`config.mk`:
```
export PLATFORM = sky130hd
export DESIGN_NAME = exposure_snapshot_sequencer
export DESIGN_NICKNAME = d
export VERILOG_FILES = /design/src/design/exposure_pkg.sv /design/src/design/exposure_snapshot_sequencer.sv
export VERILOG_INCLUDE_DIRS = /design/src /design/src/design
export SDC_FILE = /design/constraint.sdc
export NUM_CORES = 1
export LEC_CHECK = 0
export BUFFER_PORTS_ARGS = -buffer_cell sky130_fd_sc_hd__buf_2
export CAP_MARGIN = 0
export CORE_MARGIN = 2
export CORE_UTILIZATION = 45
export DETAILED_ROUTE_END_ITERATION = 6
export PLACE_DENSITY_LB_ADDON = 0.15
export SYNTH_ARGS = -nofsm -noshare
export SYNTH_HDL_FRONTEND = slang
export SYNTH_SLANG_ARGS = --single-unit
```
`constraint.sdc`:
```
create_clock -name clk_i -period 8.5 [get_ports clk_i]
set_input_delay 1.275 -clock clk_i [delete_from_list [all_inputs] [get_ports clk_i]]
set_output_delay 1.275 -clock clk_i [all_outputs]
set_load 0.05 [all_outputs]
```
`src/design/exposure_params.svh`:
```
// offsets, field positions, reset values and timing counts of the exposure sequencer
`ifndef EXPOSURE_PARAMS_SVH
`define EXPOSURE_PARAMS_SVH
`define REG_INTEGRATION_CONFIG 4'h0
`define REG_ROW_LEAD_HIGH 4'h1
`define REG_ROW_LEAD_LOW 4'h2
`define REG_CAPTURE_MODE_CONTROL 4'h3
`define REG_CAPTURE_WIDTH_HIGH 4'h4
`define REG_CAPTURE_WIDTH_LOW 4'h5
`define REG_ROW_DELAY_HIGH 4'h6
`define REG_ROW_DELAY_LOW 4'h7
`define REG_ROW_PIXELS_HIGH 4'h8
`define REG_ROW_PIXELS_LOW 4'h9
`define REG_WINDOW_ROWS_HIGH 4'hA
`define REG_WINDOW_ROWS_LOW 4'hB
`define REG_STATUS 4'hC
`define BIT_PARTIAL_ENABLE 0
`define BIT_SNAPSHOT_ENABLE 0
`define BIT_TRIGGER_STYLE 1
`define BIT_SHUTTER_STYLE 2
`define FLD_FRAMES_LSB 4
`define RST_PARTIAL_ENABLE 1'h1
`define RST_ROW_LEAD 15'h0010
`define RST_FRAMES 4'h1
`define RST_CAPTURE_WIDTH 16'h0001
`define RST_ROW_DELAY 13'h0000
`define RST_ROW_PIXELS 13'h0100
`define RST_WINDOW_ROWS 13'h0100
`define ROW_OP_CYCLES 16'h008C
`define PARTIAL_OVERHEAD_CYCLES 16'h0022
`define MAX_RESET_FRAMES 4'h8
`define MAX_CAPTURE_WIDTH 16'h8000
`endif

```
`src/design/exposure_pkg.sv`:
```
// types of the exposure and snapshot sequencer
package exposure_pkg;
    typedef enum logic [4:0] {
        ST_STREAM = 5'h01,
        ST_HOLD = 5'h02,
        ST_RESET = 5'h04,
        ST_CAPTURE = 5'h08,
        ST_READ = 5'h10
    } seq_state_e;

    typedef struct packed {
        logic partial_en;
        logic [14:0] lead;
        logic single_capture_state_en;
        logic trig_style;
        logic shutter_style;
        logic [3:0] frames;
        logic [15:0] width;
        logic [12:0] row_delay;
        logic [12:0] npix;
        logic [12:0] nrows;
    } cfg_s;

    typedef struct packed {
        logic row_reset;
        logic [12:0] reset_row;
        logic row_read;
        logic [12:0] read_row;
        logic sync;
    } pin_out_s;

    typedef struct packed {
        cfg_s cfg;
        seq_state_e st;
        logic [15:0] row_cnt;
        logic [12:0] row;
        logic [3:0] frame_cnt;
        logic [15:0] width_cnt;
        logic [2:0] req_sync;
        logic req_lvl;
        logic trig;
        logic [7:0] rd_data;
        pin_out_s pins;
    } seq_s;
endpackage

```
`src/design/exposure_snapshot_sequencer.sv`:
```
// rolling partial integration and snapshot sequencer with byte register port
`timescale 1ns/1ps
`include "exposure_params.svh"

module exposure_snapshot_sequencer #(
    parameter int ADDR_W = 4,
    parameter int DATA_W = 8
) (
    input wire logic clk_i,
    input wire logic rst_i,
    input wire logic [ADDR_W-1:0] addr_i,
    input wire logic [DATA_W-1:0] wr_data_i,
    input wire logic wr_i,
    input wire logic rd_i,
    input wire logic single_capture_state_req_i,
    output logic [DATA_W-1:0] rd_data_o,
    output exposure_pkg::pin_out_s pins_o
);
    // the map is byte wide and needs thirteen slots, held in four address bits
    if (ADDR_W != 4 || DATA_W != 8)
    begin : g_bad_width
        $error("exposure sequencer needs ADDR_W 4 and DATA_W 8");
    end

    exposure_pkg::seq_s q;
    exposure_pkg::seq_s d;
    logic partial_on;
    logic [15:0] row_len;
    logic tick;
    logic last_row;
    logic [3:0] frames_eff;
    logic [15:0] width_eff;
    logic [15:0] lead_sum;
    logic [15:0] lead_wrap;

    // a zero lead means no early reset at all
    assign partial_on = q.cfg.partial_en && (q.cfg.lead != 15'h0000);

    // row cycle length from the current window and delay settings
    assign row_len = `ROW_OP_CYCLES
        + (partial_on ? `PARTIAL_OVERHEAD_CYCLES : 16'h0000)
        + {3'h0, q.cfg.npix} + {3'h0, q.cfg.row_delay};
    assign tick = (q.row_cnt >= row_len - 16'h0001);
    assign last_row = (q.row >= q.cfg.nrows - 13'h0001);

    // clamp reset frames; external mode needs at least one
    always_comb
    begin
        frames_eff = q.cfg.frames;
        if (frames_eff > `MAX_RESET_FRAMES)
        begin
            frames_eff = `MAX_RESET_FRAMES;
        end
        if (q.cfg.shutter_style && frames_eff == 4'h0)
        begin
            frames_eff = 4'h1;
        end
    end

    // capture width saturates at its documented ceiling
    assign width_eff = (q.cfg.width > `MAX_CAPTURE_WIDTH) ? `MAX_CAPTURE_WIDTH
        : q.cfg.width;

    // early reset row, wrapped once at the window end; a row still past the window after that is skipped
    assign lead_sum = {3'h0, q.row} + {1'h0, q.cfg.lead};
    assign lead_wrap = (lead_sum >= {3'h0, q.cfg.nrows})
        ? lead_sum - {3'h0, q.cfg.nrows} : lead_sum;

    // next state of the whole block
    always_comb
    begin
        d = q;
        d.pins.row_reset = 1'h0;
        d.pins.row_read = 1'h0;
        d.rd_data = 8'h00;
        // register writes
        if (wr_i)
        begin
            unique case (addr_i)
                `REG_INTEGRATION_CONFIG:
                    d.cfg.partial_en = wr_data_i[`BIT_PARTIAL_ENABLE];
                `REG_ROW_LEAD_HIGH:
                    d.cfg.lead[14:8] = wr_data_i[6:0];
                `REG_ROW_LEAD_LOW:
                    d.cfg.lead[7:0] = wr_data_i;
                `REG_CAPTURE_MODE_CONTROL:
                begin
                    d.cfg.single_capture_state_en = wr_data_i[`BIT_SNAPSHOT_ENABLE];
                    d.cfg.trig_style = wr_data_i[`BIT_TRIGGER_STYLE];
                    d.cfg.shutter_style = wr_data_i[`BIT_SHUTTER_STYLE];
                    d.cfg.frames = wr_data_i[`FLD_FRAMES_LSB +: 4];
                end
                `REG_CAPTURE_WIDTH_HIGH:
                    d.cfg.width[15:8] = wr_data_i;
                `REG_CAPTURE_WIDTH_LOW:
                    d.cfg.width[7:0] = wr_data_i;
                `REG_ROW_DELAY_HIGH:
                    d.cfg.row_delay[12:8] = wr_data_i[4:0];
                `REG_ROW_DELAY_LOW:
                    d.cfg.row_delay[7:0] = wr_data_i;
                `REG_ROW_PIXELS_HIGH:
                    d.cfg.npix[12:8] = wr_data_i[4:0];
                `REG_ROW_PIXELS_LOW:
                    d.cfg.npix[7:0] = wr_data_i;
                `REG_WINDOW_ROWS_HIGH:
                    d.cfg.nrows[12:8] = wr_data_i[4:0];
                `REG_WINDOW_ROWS_LOW:
                    d.cfg.nrows[7:0] = wr_data_i;
                default:
                    d.cfg = q.cfg; // unmapped writes are dropped
            endcase
        end
        // register reads, answered in the next cycle only
        if (rd_i)
        begin
            unique case (addr_i)
                `REG_INTEGRATION_CONFIG:
                    d.rd_data = {7'h00, q.cfg.partial_en};
                `REG_ROW_LEAD_HIGH:
                    d.rd_data = {1'h0, q.cfg.lead[14:8]};
                `REG_ROW_LEAD_LOW:
                    d.rd_data = q.cfg.lead[7:0];
                `REG_CAPTURE_MODE_CONTROL:
                    d.rd_data = {q.cfg.frames, 1'h0, q.cfg.shutter_style,
                        q.cfg.trig_style, q.cfg.single_capture_state_en};
                `REG_CAPTURE_WIDTH_HIGH:
                    d.rd_data = q.cfg.width[15:8];
                `REG_CAPTURE_WIDTH_LOW:
                    d.rd_data = q.cfg.width[7:0];
                `REG_ROW_DELAY_HIGH:
                    d.rd_data = {3'h0, q.cfg.row_delay[12:8]};
                `REG_ROW_DELAY_LOW:
                    d.rd_data = q.cfg.row_delay[7:0];
                `REG_ROW_PIXELS_HIGH:
                    d.rd_data = {3'h0, q.cfg.npix[12:8]};
                `REG_ROW_PIXELS_LOW:
                    d.rd_data = q.cfg.npix[7:0];
                `REG_WINDOW_ROWS_HIGH:
                    d.rd_data = {3'h0, q.cfg.nrows[12:8]};
                `REG_WINDOW_ROWS_LOW:
                    d.rd_data = q.cfg.nrows[7:0];
                `REG_STATUS:
                    d.rd_data = {1'h0, q.trig, q.pins.sync, q.st};
                default:
                    d.rd_data = 8'h00;
            endcase
        end
        // request pin: three stages, change taken once the last two agree
        d.req_sync = {q.req_sync[1:0], single_capture_state_req_i};
        if (q.req_sync[2] == q.req_sync[1])
        begin
            d.req_lvl = q.req_sync[2];
        end
        // pulse on the rising level, or follow the level
        if (q.cfg.trig_style)
        begin
            d.trig = d.req_lvl;
        end
        else
        begin
            d.trig = d.req_lvl && !q.req_lvl;
        end
        // row timer runs freely; only leaving the hold state restarts it
        d.row_cnt = tick ? 16'h0000 : q.row_cnt + 16'h0001;
        // sequencer
        unique case (q.st)
            exposure_pkg::ST_STREAM:
            begin
                // a trigger here is simply not looked at
                if (tick)
                begin
                    d.pins.row_read = 1'h1;
                    d.pins.read_row = q.row;
                    if (partial_on && lead_wrap < {3'h0, q.cfg.nrows})
                    begin
                        d.pins.row_reset = 1'h1;
                        d.pins.reset_row = lead_wrap[12:0];
                    end
                    d.row = last_row ? 13'h0000 : q.row + 13'h0001;
                    if (last_row && q.cfg.single_capture_state_en)
                    begin
                        d.st = exposure_pkg::ST_HOLD;
                    end
                end
            end
            exposure_pkg::ST_HOLD:
            begin
                d.row = 13'h0000;
                d.frame_cnt = 4'h0;
                d.width_cnt = 16'h0000;
                if (!q.cfg.single_capture_state_en)
                begin
                    d.st = exposure_pkg::ST_STREAM;
                    d.row_cnt = 16'h0000;
                end
                else if (q.trig)
                begin
                    d.row_cnt = 16'h0000;
                    if (frames_eff != 4'h0)
                    begin
                        d.st = exposure_pkg::ST_RESET;
                    end
                    else if (width_eff != 16'h0000)
                    begin
                        d.st = exposure_pkg::ST_CAPTURE;
                    end
                    else
                    begin
                        d.st = exposure_pkg::ST_READ;
                    end
                end
            end
            exposure_pkg::ST_RESET:
            begin
                // row by row array reset, repeated per frame count
                if (tick)
                begin
                    d.pins.row_reset = 1'h1;
                    d.pins.reset_row = q.row;
                    d.row = last_row ? 13'h0000 : q.row + 13'h0001;
                    if (last_row)
                    begin
                        d.frame_cnt = q.frame_cnt + 4'h1;
                        if (q.frame_cnt + 4'h1 >= frames_eff)
                        begin
                            d.st = (width_eff != 16'h0000)
                                ? exposure_pkg::ST_CAPTURE : exposure_pkg::ST_READ;
                        end
                    end
                end
            end
            exposure_pkg::ST_CAPTURE:
            begin
                // width counted in whole row cycles
                if (tick)
                begin
                    d.width_cnt = q.width_cnt + 16'h0001;
                    if (q.width_cnt + 16'h0001 >= width_eff)
                    begin
                        d.st = exposure_pkg::ST_READ;
                    end
                end
            end
            exposure_pkg::ST_READ:
            begin
                if (tick)
                begin
                    d.pins.row_read = 1'h1;
                    d.pins.read_row = q.row;
                    d.row = last_row ? 13'h0000 : q.row + 13'h0001;
                    if (last_row)
                    begin
                        d.st = q.cfg.single_capture_state_en ? exposure_pkg::ST_HOLD
                            : exposure_pkg::ST_STREAM;
                    end
                end
            end
            default:
                d.st = exposure_pkg::ST_STREAM;
        endcase
        // sync follows the phase the row pulses of this cycle came from, so the
        // last reset row never shows sync high and, with the normal shutter, the last read row never low
        d.pins.sync = (q.st == exposure_pkg::ST_CAPTURE)
            || (q.st == exposure_pkg::ST_READ && !q.cfg.shutter_style);
    end

    // the single state register
    always_ff @(posedge clk_i or posedge rst_i)
    begin
        if (rst_i)
        begin
            q <= '0;
            q.st <= exposure_pkg::ST_STREAM;
            q.cfg.partial_en <= `RST_PARTIAL_ENABLE;
            q.cfg.lead <= `RST_ROW_LEAD;
            q.cfg.shutter_style <= 1'h0;
            q.cfg.frames <= `RST_FRAMES;
            q.cfg.width <= `RST_CAPTURE_WIDTH;
            q.cfg.row_delay <= `RST_ROW_DELAY;
            q.cfg.npix <= `RST_ROW_PIXELS;
            q.cfg.nrows <= `RST_WINDOW_ROWS;
        end
        else
        begin
            q <= d;
        end
    end

    assign rd_data_o = q.rd_data;
    assign pins_o = q.pins;
endmodule

```
**Word-level counts from Yosys, hierarchy flattened**

Cells that the tools add are included.

- Flip-flop bits (word level): 174
- Latch bits: 0
- RAM bits: 0
- ROM bits: 0
- Bits of input ports: 17
- Output and inout port bits: 37
- Logic and storage cells: 155
- Memories kept: 0

- Add/subtract/negate cells: 11
- Multiply operators: 0
- Div/mod/pow operators: 0
- Order comparisons: 8
- Eq/ne operators: 30
- Shift-type cells: 0
- Mux-type cells: 39
- Bitwise gates (word level): 0
- Reduce and logical (&&, ||, !) cells: 38

Operator list:

| kind | number |
|---|---|
| 8-bit case mux with 13 select lines | 1 |
| 16-bit 2-to-1 mux | 5 |
| 14-bit case mux with 2 select lines | 2 |
| 5-bit 2-to-1 mux | 11 |
| 21-bit 2-to-1 mux | 2 |
| 13-bit case mux with 3 select lines | 1 |
| 16-bit by 1-bit adder with 16-bit output (second input constant) | 2 |
| 16-bit greater-or-equal comparator | 2 |
| 16-bit case mux with 2 select lines | 1 |
| 14-bit 2-to-1 mux | 2 |
| 28-bit 2-to-1 mux | 1 |
| 13-bit 2-to-1 mux | 2 |
| 2-bit AND reduction | 13 |
| 5-bit case mux with 5 select lines | 1 |
| 4-bit equality test (second input constant) | 5 |
| 2-bit inequality test (second input constant) | 10 |
| 17-bit 2-to-1 mux | 1 |
| 13-bit by 15-bit adder with 16-bit output | 1 |
| 4-bit by 3-bit equality test with 1-bit output (second input constant) | 4 |
| 16-bit by 13-bit greater-or-equal comparator with 1-bit output | 1 |
| 16-bit > comparator (second input constant) | 1 |
| 16-bit by 13-bit < comparator with 1-bit output | 1 |
| 16-bit nonzero test | 1 |
| 15-bit by 1-bit subtractor with 16-bit output (second input constant) | 1 |
| other kinds (38) | 54 |

**Logic depth before layout (Yosys ltp)**

- Depth after elaboration: 12
- Gate-level depth with buffers: 29
- Mapped depth without buffers: 26

**Least setup slack after synthesis**

OpenSTA, ideal clock, no wires.

- Kind: reg2reg
- From: register q[62] (netlist name)
- To: register q, in the netlist pins_o[16]
- Setup time: 0.126 ns
- Data arrival time: 5.954 ns
- Data required time: 8.374 ns
- Path slack: 2.420 ns
- Cell stages (with the launch flop): 28
- Buffers on the path: 2
- Clock period less this slack: 6.080 ns
- Cells stage by stage: dfrtp_1 > ha_1 > fa_1 > a211oi_1 > o21bai_1 > o31a_1 > a21oi_1 > o21ai_0 > xor2_1 > ha_1 > inv_1 > o31ai_1 > o21ai_0 > a21oi_1 > or4_4 > buf_6 > mux2_2 > ha_1 > a21oi_1 > nor2_1 > a211oi_1 > o21ai_0 > nor4_1 > o2111ai_1 > nor4_1 > nor2_1 > buf_1 > a221o_1

- Longest elaborated chain between the ends: 7
- Elaborated cells on any way between the ends: 11
- Classes of those cells: 2 x add/sub; 2 x order compare; 1 x eq/ne; 4 x mux; 2 x reduce/logical

RTL lines:

| item | RTL line | RTL |
|---|---|---|
| from (decl) | exposure_snapshot_sequencer.sv:25 | `exposure_pkg::seq_s q;` |
| 13-bit by 15-bit adder with 16-bit output (*) | exposure_snapshot_sequencer.sv:65 | `assign lead_sum = {3'h0, q.row} + {1'h0, q.cfg.lead};` |
| 16-bit by 13-bit subtractor with 16-bit output or 16-bit by 13-bit greater-or-equal comparator with 1-bit output (tied branches) | exposure_snapshot_sequencer.sv:67, exposure_snapshot_sequencer.sv:66 |  |
| 16-bit 2-to-1 mux (*) | exposure_snapshot_sequencer.sv:67 | `? lead_sum - {3'h0, q.cfg.nrows} : lead_sum;` |
| 16-bit by 13-bit < comparator with 1-bit output | exposure_snapshot_sequencer.sv:174 | `if (partial_on && lead_wrap < {3'h0, q.cfg.nrows})` |
| 1-bit logical AND | exposure_snapshot_sequencer.sv:174 |  |
| 2-bit inequality test (no source line) | - |  |
| 4-bit AND reduction (no source line) | - |  |

Every way passes the cells marked *; elsewhere a longest branch is shown, timed or not. The select of a mux whose other input is x is not followed.
A chain may end at the register's enable or synchronous reset.

**Worst setup path after layout**

- From: register q[62] (netlist name)
- To: register q, in the netlist pins_o[27]

Same word-level chain as after synthesis.

==> impl_summary.md <==
GRT
The global-route wire length before repair is 56400 um. Global routing consumed, over all layers together, 25.5% of the routing resources. Entering global routing, the biggest net connects 88 pins. The number of global-route vias before repair is 9869. The initial antenna violation count is 0. The total overflow left after global routing is 0.

Floorplan
The core area is 27000 um2. The die is 170 um wide. The top-level I/O count is 54. The floorplan step set the die height to 170 um. Row generation in the floorplan step produced 60 rows. For this configuration, the core starts out at a cell density of 45.8%. The die area is 28800 um2.

STA
The number of endpoints with negative hold slack in the final report came to 0. The final critical path time including I/O delays and setup is 7.19 ns. The worst pin sits at a relative slew slack of 17.1%.

The tightest hold path in the finished design has a slack of 0.351 ns. The max-slew violation total from the final report is 0. The measured slew at the worst slew-check pin is 1.23 ns. Between clock sinks in the finished design, the worst skew comes to 0.0173 ns. The number of endpoints failing setup at the final stage is 0.

The minimum setup slack in the final design is 1.31 ns. The sum of negative setup slack is 0 ns. Setup repair after global routing left no endpoint under its margin. Dividing the final minimum period by the clock period gives 84.6%. The fmax is 0.139 GHz.

Run status
The run finished with clean final reports.

Clocking
The longest clock path from root to sink contains 2 buffers. Once the clock tree was built, the setup fixing pass inserted 0 buffers. The number of sinks driven by the clock tree is 174. TritonCTS created 17 clock buffers.

The clock slew at the register clock pins of the worst setup and hold paths is 0.07 ns. Once the clock tree was built, the resizer swapped 0 gates to a different size. Clock latency on the worst-skew pair, taken at its later pin, is 0.44 ns.

TritonCTS built the clock tree. The tree is rooted in a sky130_fd_sc_hd__clkbuf_16. The clock tree synthesis step divided the H-tree into 4 levels. For this design, the CTS-stage hold fixing added 0 buffers.

Worst setup path
The required time of the critical path is 8.87 ns. The endpoint of the most critical setup path is pins_o[27]$_DFFE_PP0P_. Measured in cells, the most critical reg-to-reg path has a length of 24. The worst setup path is captured at a flip-flop. The endpoint of the worst-slack reg-to-reg timing path is pins_o[27]$_DFFE_PP0P_.

The top fanout value on the critical path is 18. The worst endpoint data arrival time is 7.56 ns. The timing startpoint of the critical path is q[62]$_DFFE_PP0P_.

The setup slack of the most critical reg-to-reg path is 1.31 ns. The worst setup path is launched from a flip-flop. The reg-to-reg startpoint is q[62]$_DFFE_PP0P_.

The class of the most critical setup path is flip-flop to flip-flop.

Cells and area
After filler insertion, the fill cell instance count of the layout stands at 2617. The area of the multi-input gates is 7270 um2. The finished layout holds 1720 standard cells, fillers aside. The library cells used most frequently in the layout, excluding fill and tap cells, are 167 x sky130_fd_sc_hd__dfrtp_1, 165 x sky130_fd_sc_hd__nand2_1, 115 x sky130_fd_sc_hd__ha_1. The library cell used most frequently in the layout, excluding fill and tap cells, is sky130_fd_sc_hd__dfrtp_1. Summing all flip-flop and latch instances after layout gives 4360 um2.

The final net count is 1503. The post-synthesis to final-layout area growth is 6.65%. Once layout is complete, the utilization of the core stands at 48.9%. The number of antenna diodes is 0. Of the cells placed in the final design, the portion with a size suffix greater than 1 is 12.8%. The design area is 13200 um2.

Synthesis
Counting flops with a built-in enable in the synthesized netlist gives 0. After synthesis, the netlist uses 74 different library cells. The net count after synthesis is 1510. For this run, the number of Yosys warnings is 0.

The number of flip-flops and latches in the synthesized netlist is 174. By area the synthesized netlist is led by sky130_fd_sc_hd__dfrtp_1 34%, sky130_fd_sc_hd__ha_1 12%, sky130_fd_sc_hd__mux2_2 6.0%. Summing every instance area after synthesis gives 12300 um2.

The fraction of registers with async set or reset after synthesis is 100%. The portion of synthesized cell area occupied by the leading cell type is 33.8%. The cell count after synthesis is 1374. The synthesized design spends more area on one cell type than any other, namely sky130_fd_sc_hd__dfrtp_1.

The sequential-to-total area share from yosys stat is 35.3%. Averaged over all synthesized cells, the footprint is 8.99 um2. The prevailing post-synth register cell is sky130_fd_sc_hd__dfrtp_1.

Power
After layout, the design draws a total of 3.33 mW. The worst-case IR drop observed on VDD is 0.125 mV. Power spread over the standard cell area amounts to 253 nW/um2. The static power due to leakage is 6.22 nW.

Place
The cell area reported after detailed placement is 12600 um2. The port buffer count is 53. Routability-driven placement finished with a final weighted congestion of 0.950. The worst setup slack before clock tree synthesis is 1.49 ns. After detailed placement, the design holds a cell count of 1689. After legalization and detailed placement, the total HPWL measured 26900 um.

Detailed routing
The number of detailed-routing iterations run before antenna repair is 5. The detailed router finished its first iteration with 828 violations. The number of nets still failing antenna checks after routing is 0. The vias per cell is 5.90. Summing over every cut layer, the via total after detailed routing is 10100. The total routed wirelength is 35600 um. In the final routed layout, each cell accounts on average for 20.7 um.

The DRC violation count after routing is 0. The met2 wirelength from detailed routing is 16400 um. The detailed-routing wirelength on met1 is 16100 um.

Wire segments on met3 add up to 1740 um in the final route. In this run the top signal layer used is met4.

Job
The max capacitance violation total is 0.

Hold path
The min-delay analysis places its worst path in the category flip-flop to flip-flop.
-- cell usage after synthesis (5+ instances only) --
cell and n:
sky130_fd_sc_hd__dfrtp_1 167, sky130_fd_sc_hd__nand2_1 165, sky130_fd_sc_hd__ha_1 115, sky130_fd_sc_hd__nor2_1 104, sky130_fd_sc_hd__o21ai_0 93, sky130_fd_sc_hd__a21oi_1 75
sky130_fd_sc_hd__mux2_2 66, sky130_fd_sc_hd__inv_1 60, sky130_fd_sc_hd__xnor2_1 50, sky130_fd_sc_hd__nand3_1 47, sky130_fd_sc_hd__clkbuf_1 43, sky130_fd_sc_hd__buf_4 37
sky130_fd_sc_hd__and3_1 34, sky130_fd_sc_hd__xor2_1 26, sky130_fd_sc_hd__nor3_1 24, sky130_fd_sc_hd__a21o_1 20, sky130_fd_sc_hd__nor2b_1 19, sky130_fd_sc_hd__nand2b_1 18
sky130_fd_sc_hd__o31ai_1 13, sky130_fd_sc_hd__a211oi_1 12, sky130_fd_sc_hd__a221o_1 12, sky130_fd_sc_hd__mux2i_1 11, sky130_fd_sc_hd__nand4_1 10, sky130_fd_sc_hd__nor4_1 10
sky130_fd_sc_hd__o211ai_1 8, sky130_fd_sc_hd__a31oi_1 7, sky130_fd_sc_hd__dfstp_2 7, sky130_fd_sc_hd__o21a_1 7, sky130_fd_sc_hd__o21ai_1 7, sky130_fd_sc_hd__a22oi_1 6
sky130_fd_sc_hd__a32oi_1 6, sky130_fd_sc_hd__buf_1 6, sky130_fd_sc_hd__and2_1 5, sky130_fd_sc_hd__nand3b_1 5, sky130_fd_sc_hd__o22ai_1 5, sky130_fd_sc_hd__or4_1 5
-- worst min-delay path by stage --
stage | endpoint | startpoint | cells past startpoint | slack (ns)
3_3_place_gp | d[41]$_DFF_PP0_ | d[40]$_DFF_PP0_ | 0 | 0.33
2_1_floorplan | d[41]$_DFF_PP0_ | d[40]$_DFF_PP0_ | 0 | 0.33
5_1_grt | d[41]$_DFF_PP0_ | d[40]$_DFF_PP0_ | 0 | 0.35
6_report | d[41]$_DFF_PP0_ | d[40]$_DFF_PP0_ | 0 | 0.35
4_1_cts | d[41]$_DFF_PP0_ | d[40]$_DFF_PP0_ | 0 | 0.35
3_5_place_dp | d[41]$_DFF_PP0_ | d[40]$_DFF_PP0_ | 0 | 0.34
-- logic make-up after synthesis --
group / count (synthesis) / synth area share [%]
flip-flops: 174 / 35.3
AO/OA/AOI/OAI: 314 / 16.3
adder cells (fa/ha/maj): 120 / 12.4
buffers and inverters: 150 / 5.82
AND/OR/NAND/NOR: 461 / 17.5
XOR/XNOR: 76 / 5.39
multiplexers: 79 / 7.27
-- layout make-up --
| cell class | count | area share (%) |
|---|---|---|
| clock buffers | 20 | 3.39 |
| inverters | 61 | 1.78 |
| multi-input cells | 1050 | 55.2 |
| repair buffers | 63 | 2.58 |
| clock inverters | 11 | 0.646 |
| flip-flops and latches | 174 | 33.1 |
| well taps | 341 | 3.24 |
-- report_power, final --
| part | leakage, nW | internal, mW | switching (mW) | total (mW) |
|---|---|---|---|---|
| clock | 0.253 | 0.384 | 0.368 | 0.752 |
| combinational | 3.72 | 0.618 | 0.840 | 1.46 |
| sequential | 2.24 | 0.955 | 0.167 | 1.12 |
-- critical path: stages (launching register included) --
cell and delay, ns:
sky130_fd_sc_hd__dfrtp_1 0.43, sky130_fd_sc_hd__ha_1 0.27, sky130_fd_sc_hd__fa_1 0.43, sky130_fd_sc_hd__a211oi_1 0.26
sky130_fd_sc_hd__o21bai_1 0.13, sky130_fd_sc_hd__o31a_1 0.26, sky130_fd_sc_hd__a21oi_1 0.24, sky130_fd_sc_hd__o21ai_0 0.18
sky130_fd_sc_hd__xor2_1 0.20, sky130_fd_sc_hd__ha_1 0.36, sky130_fd_sc_hd__inv_1 0.08, sky130_fd_sc_hd__o31ai_1 0.40
sky130_fd_sc_hd__o21ai_0 0.18, sky130_fd_sc_hd__a21oi_1 0.32, sky130_fd_sc_hd__or4_4 0.34, sky130_fd_sc_hd__mux2_2 0.38
sky130_fd_sc_hd__ha_1 0.30, sky130_fd_sc_hd__a21oi_1 0.16, sky130_fd_sc_hd__nor2_1 0.06, sky130_fd_sc_hd__a211oi_1 0.23
sky130_fd_sc_hd__o21ai_0 0.12, sky130_fd_sc_hd__nor4_1 0.18, sky130_fd_sc_hd__o2111ai_1 0.20, sky130_fd_sc_hd__nor4_2 1.09
sky130_fd_sc_hd__a221o_1 0.30
-- per-layer routing --
metal	global-route usage, %	vias up
li1	-	4876
met1	34.0	4882
met2	41.7	325
met3	3.45	58
met4	11.0	0
met5	0	-
-- registers in the layout, summed over array words and instances (netlist names) --
register,flops
d,2
rd_data_o,8
q,135
pins_o,29
(Power assumes the default switching activity.)
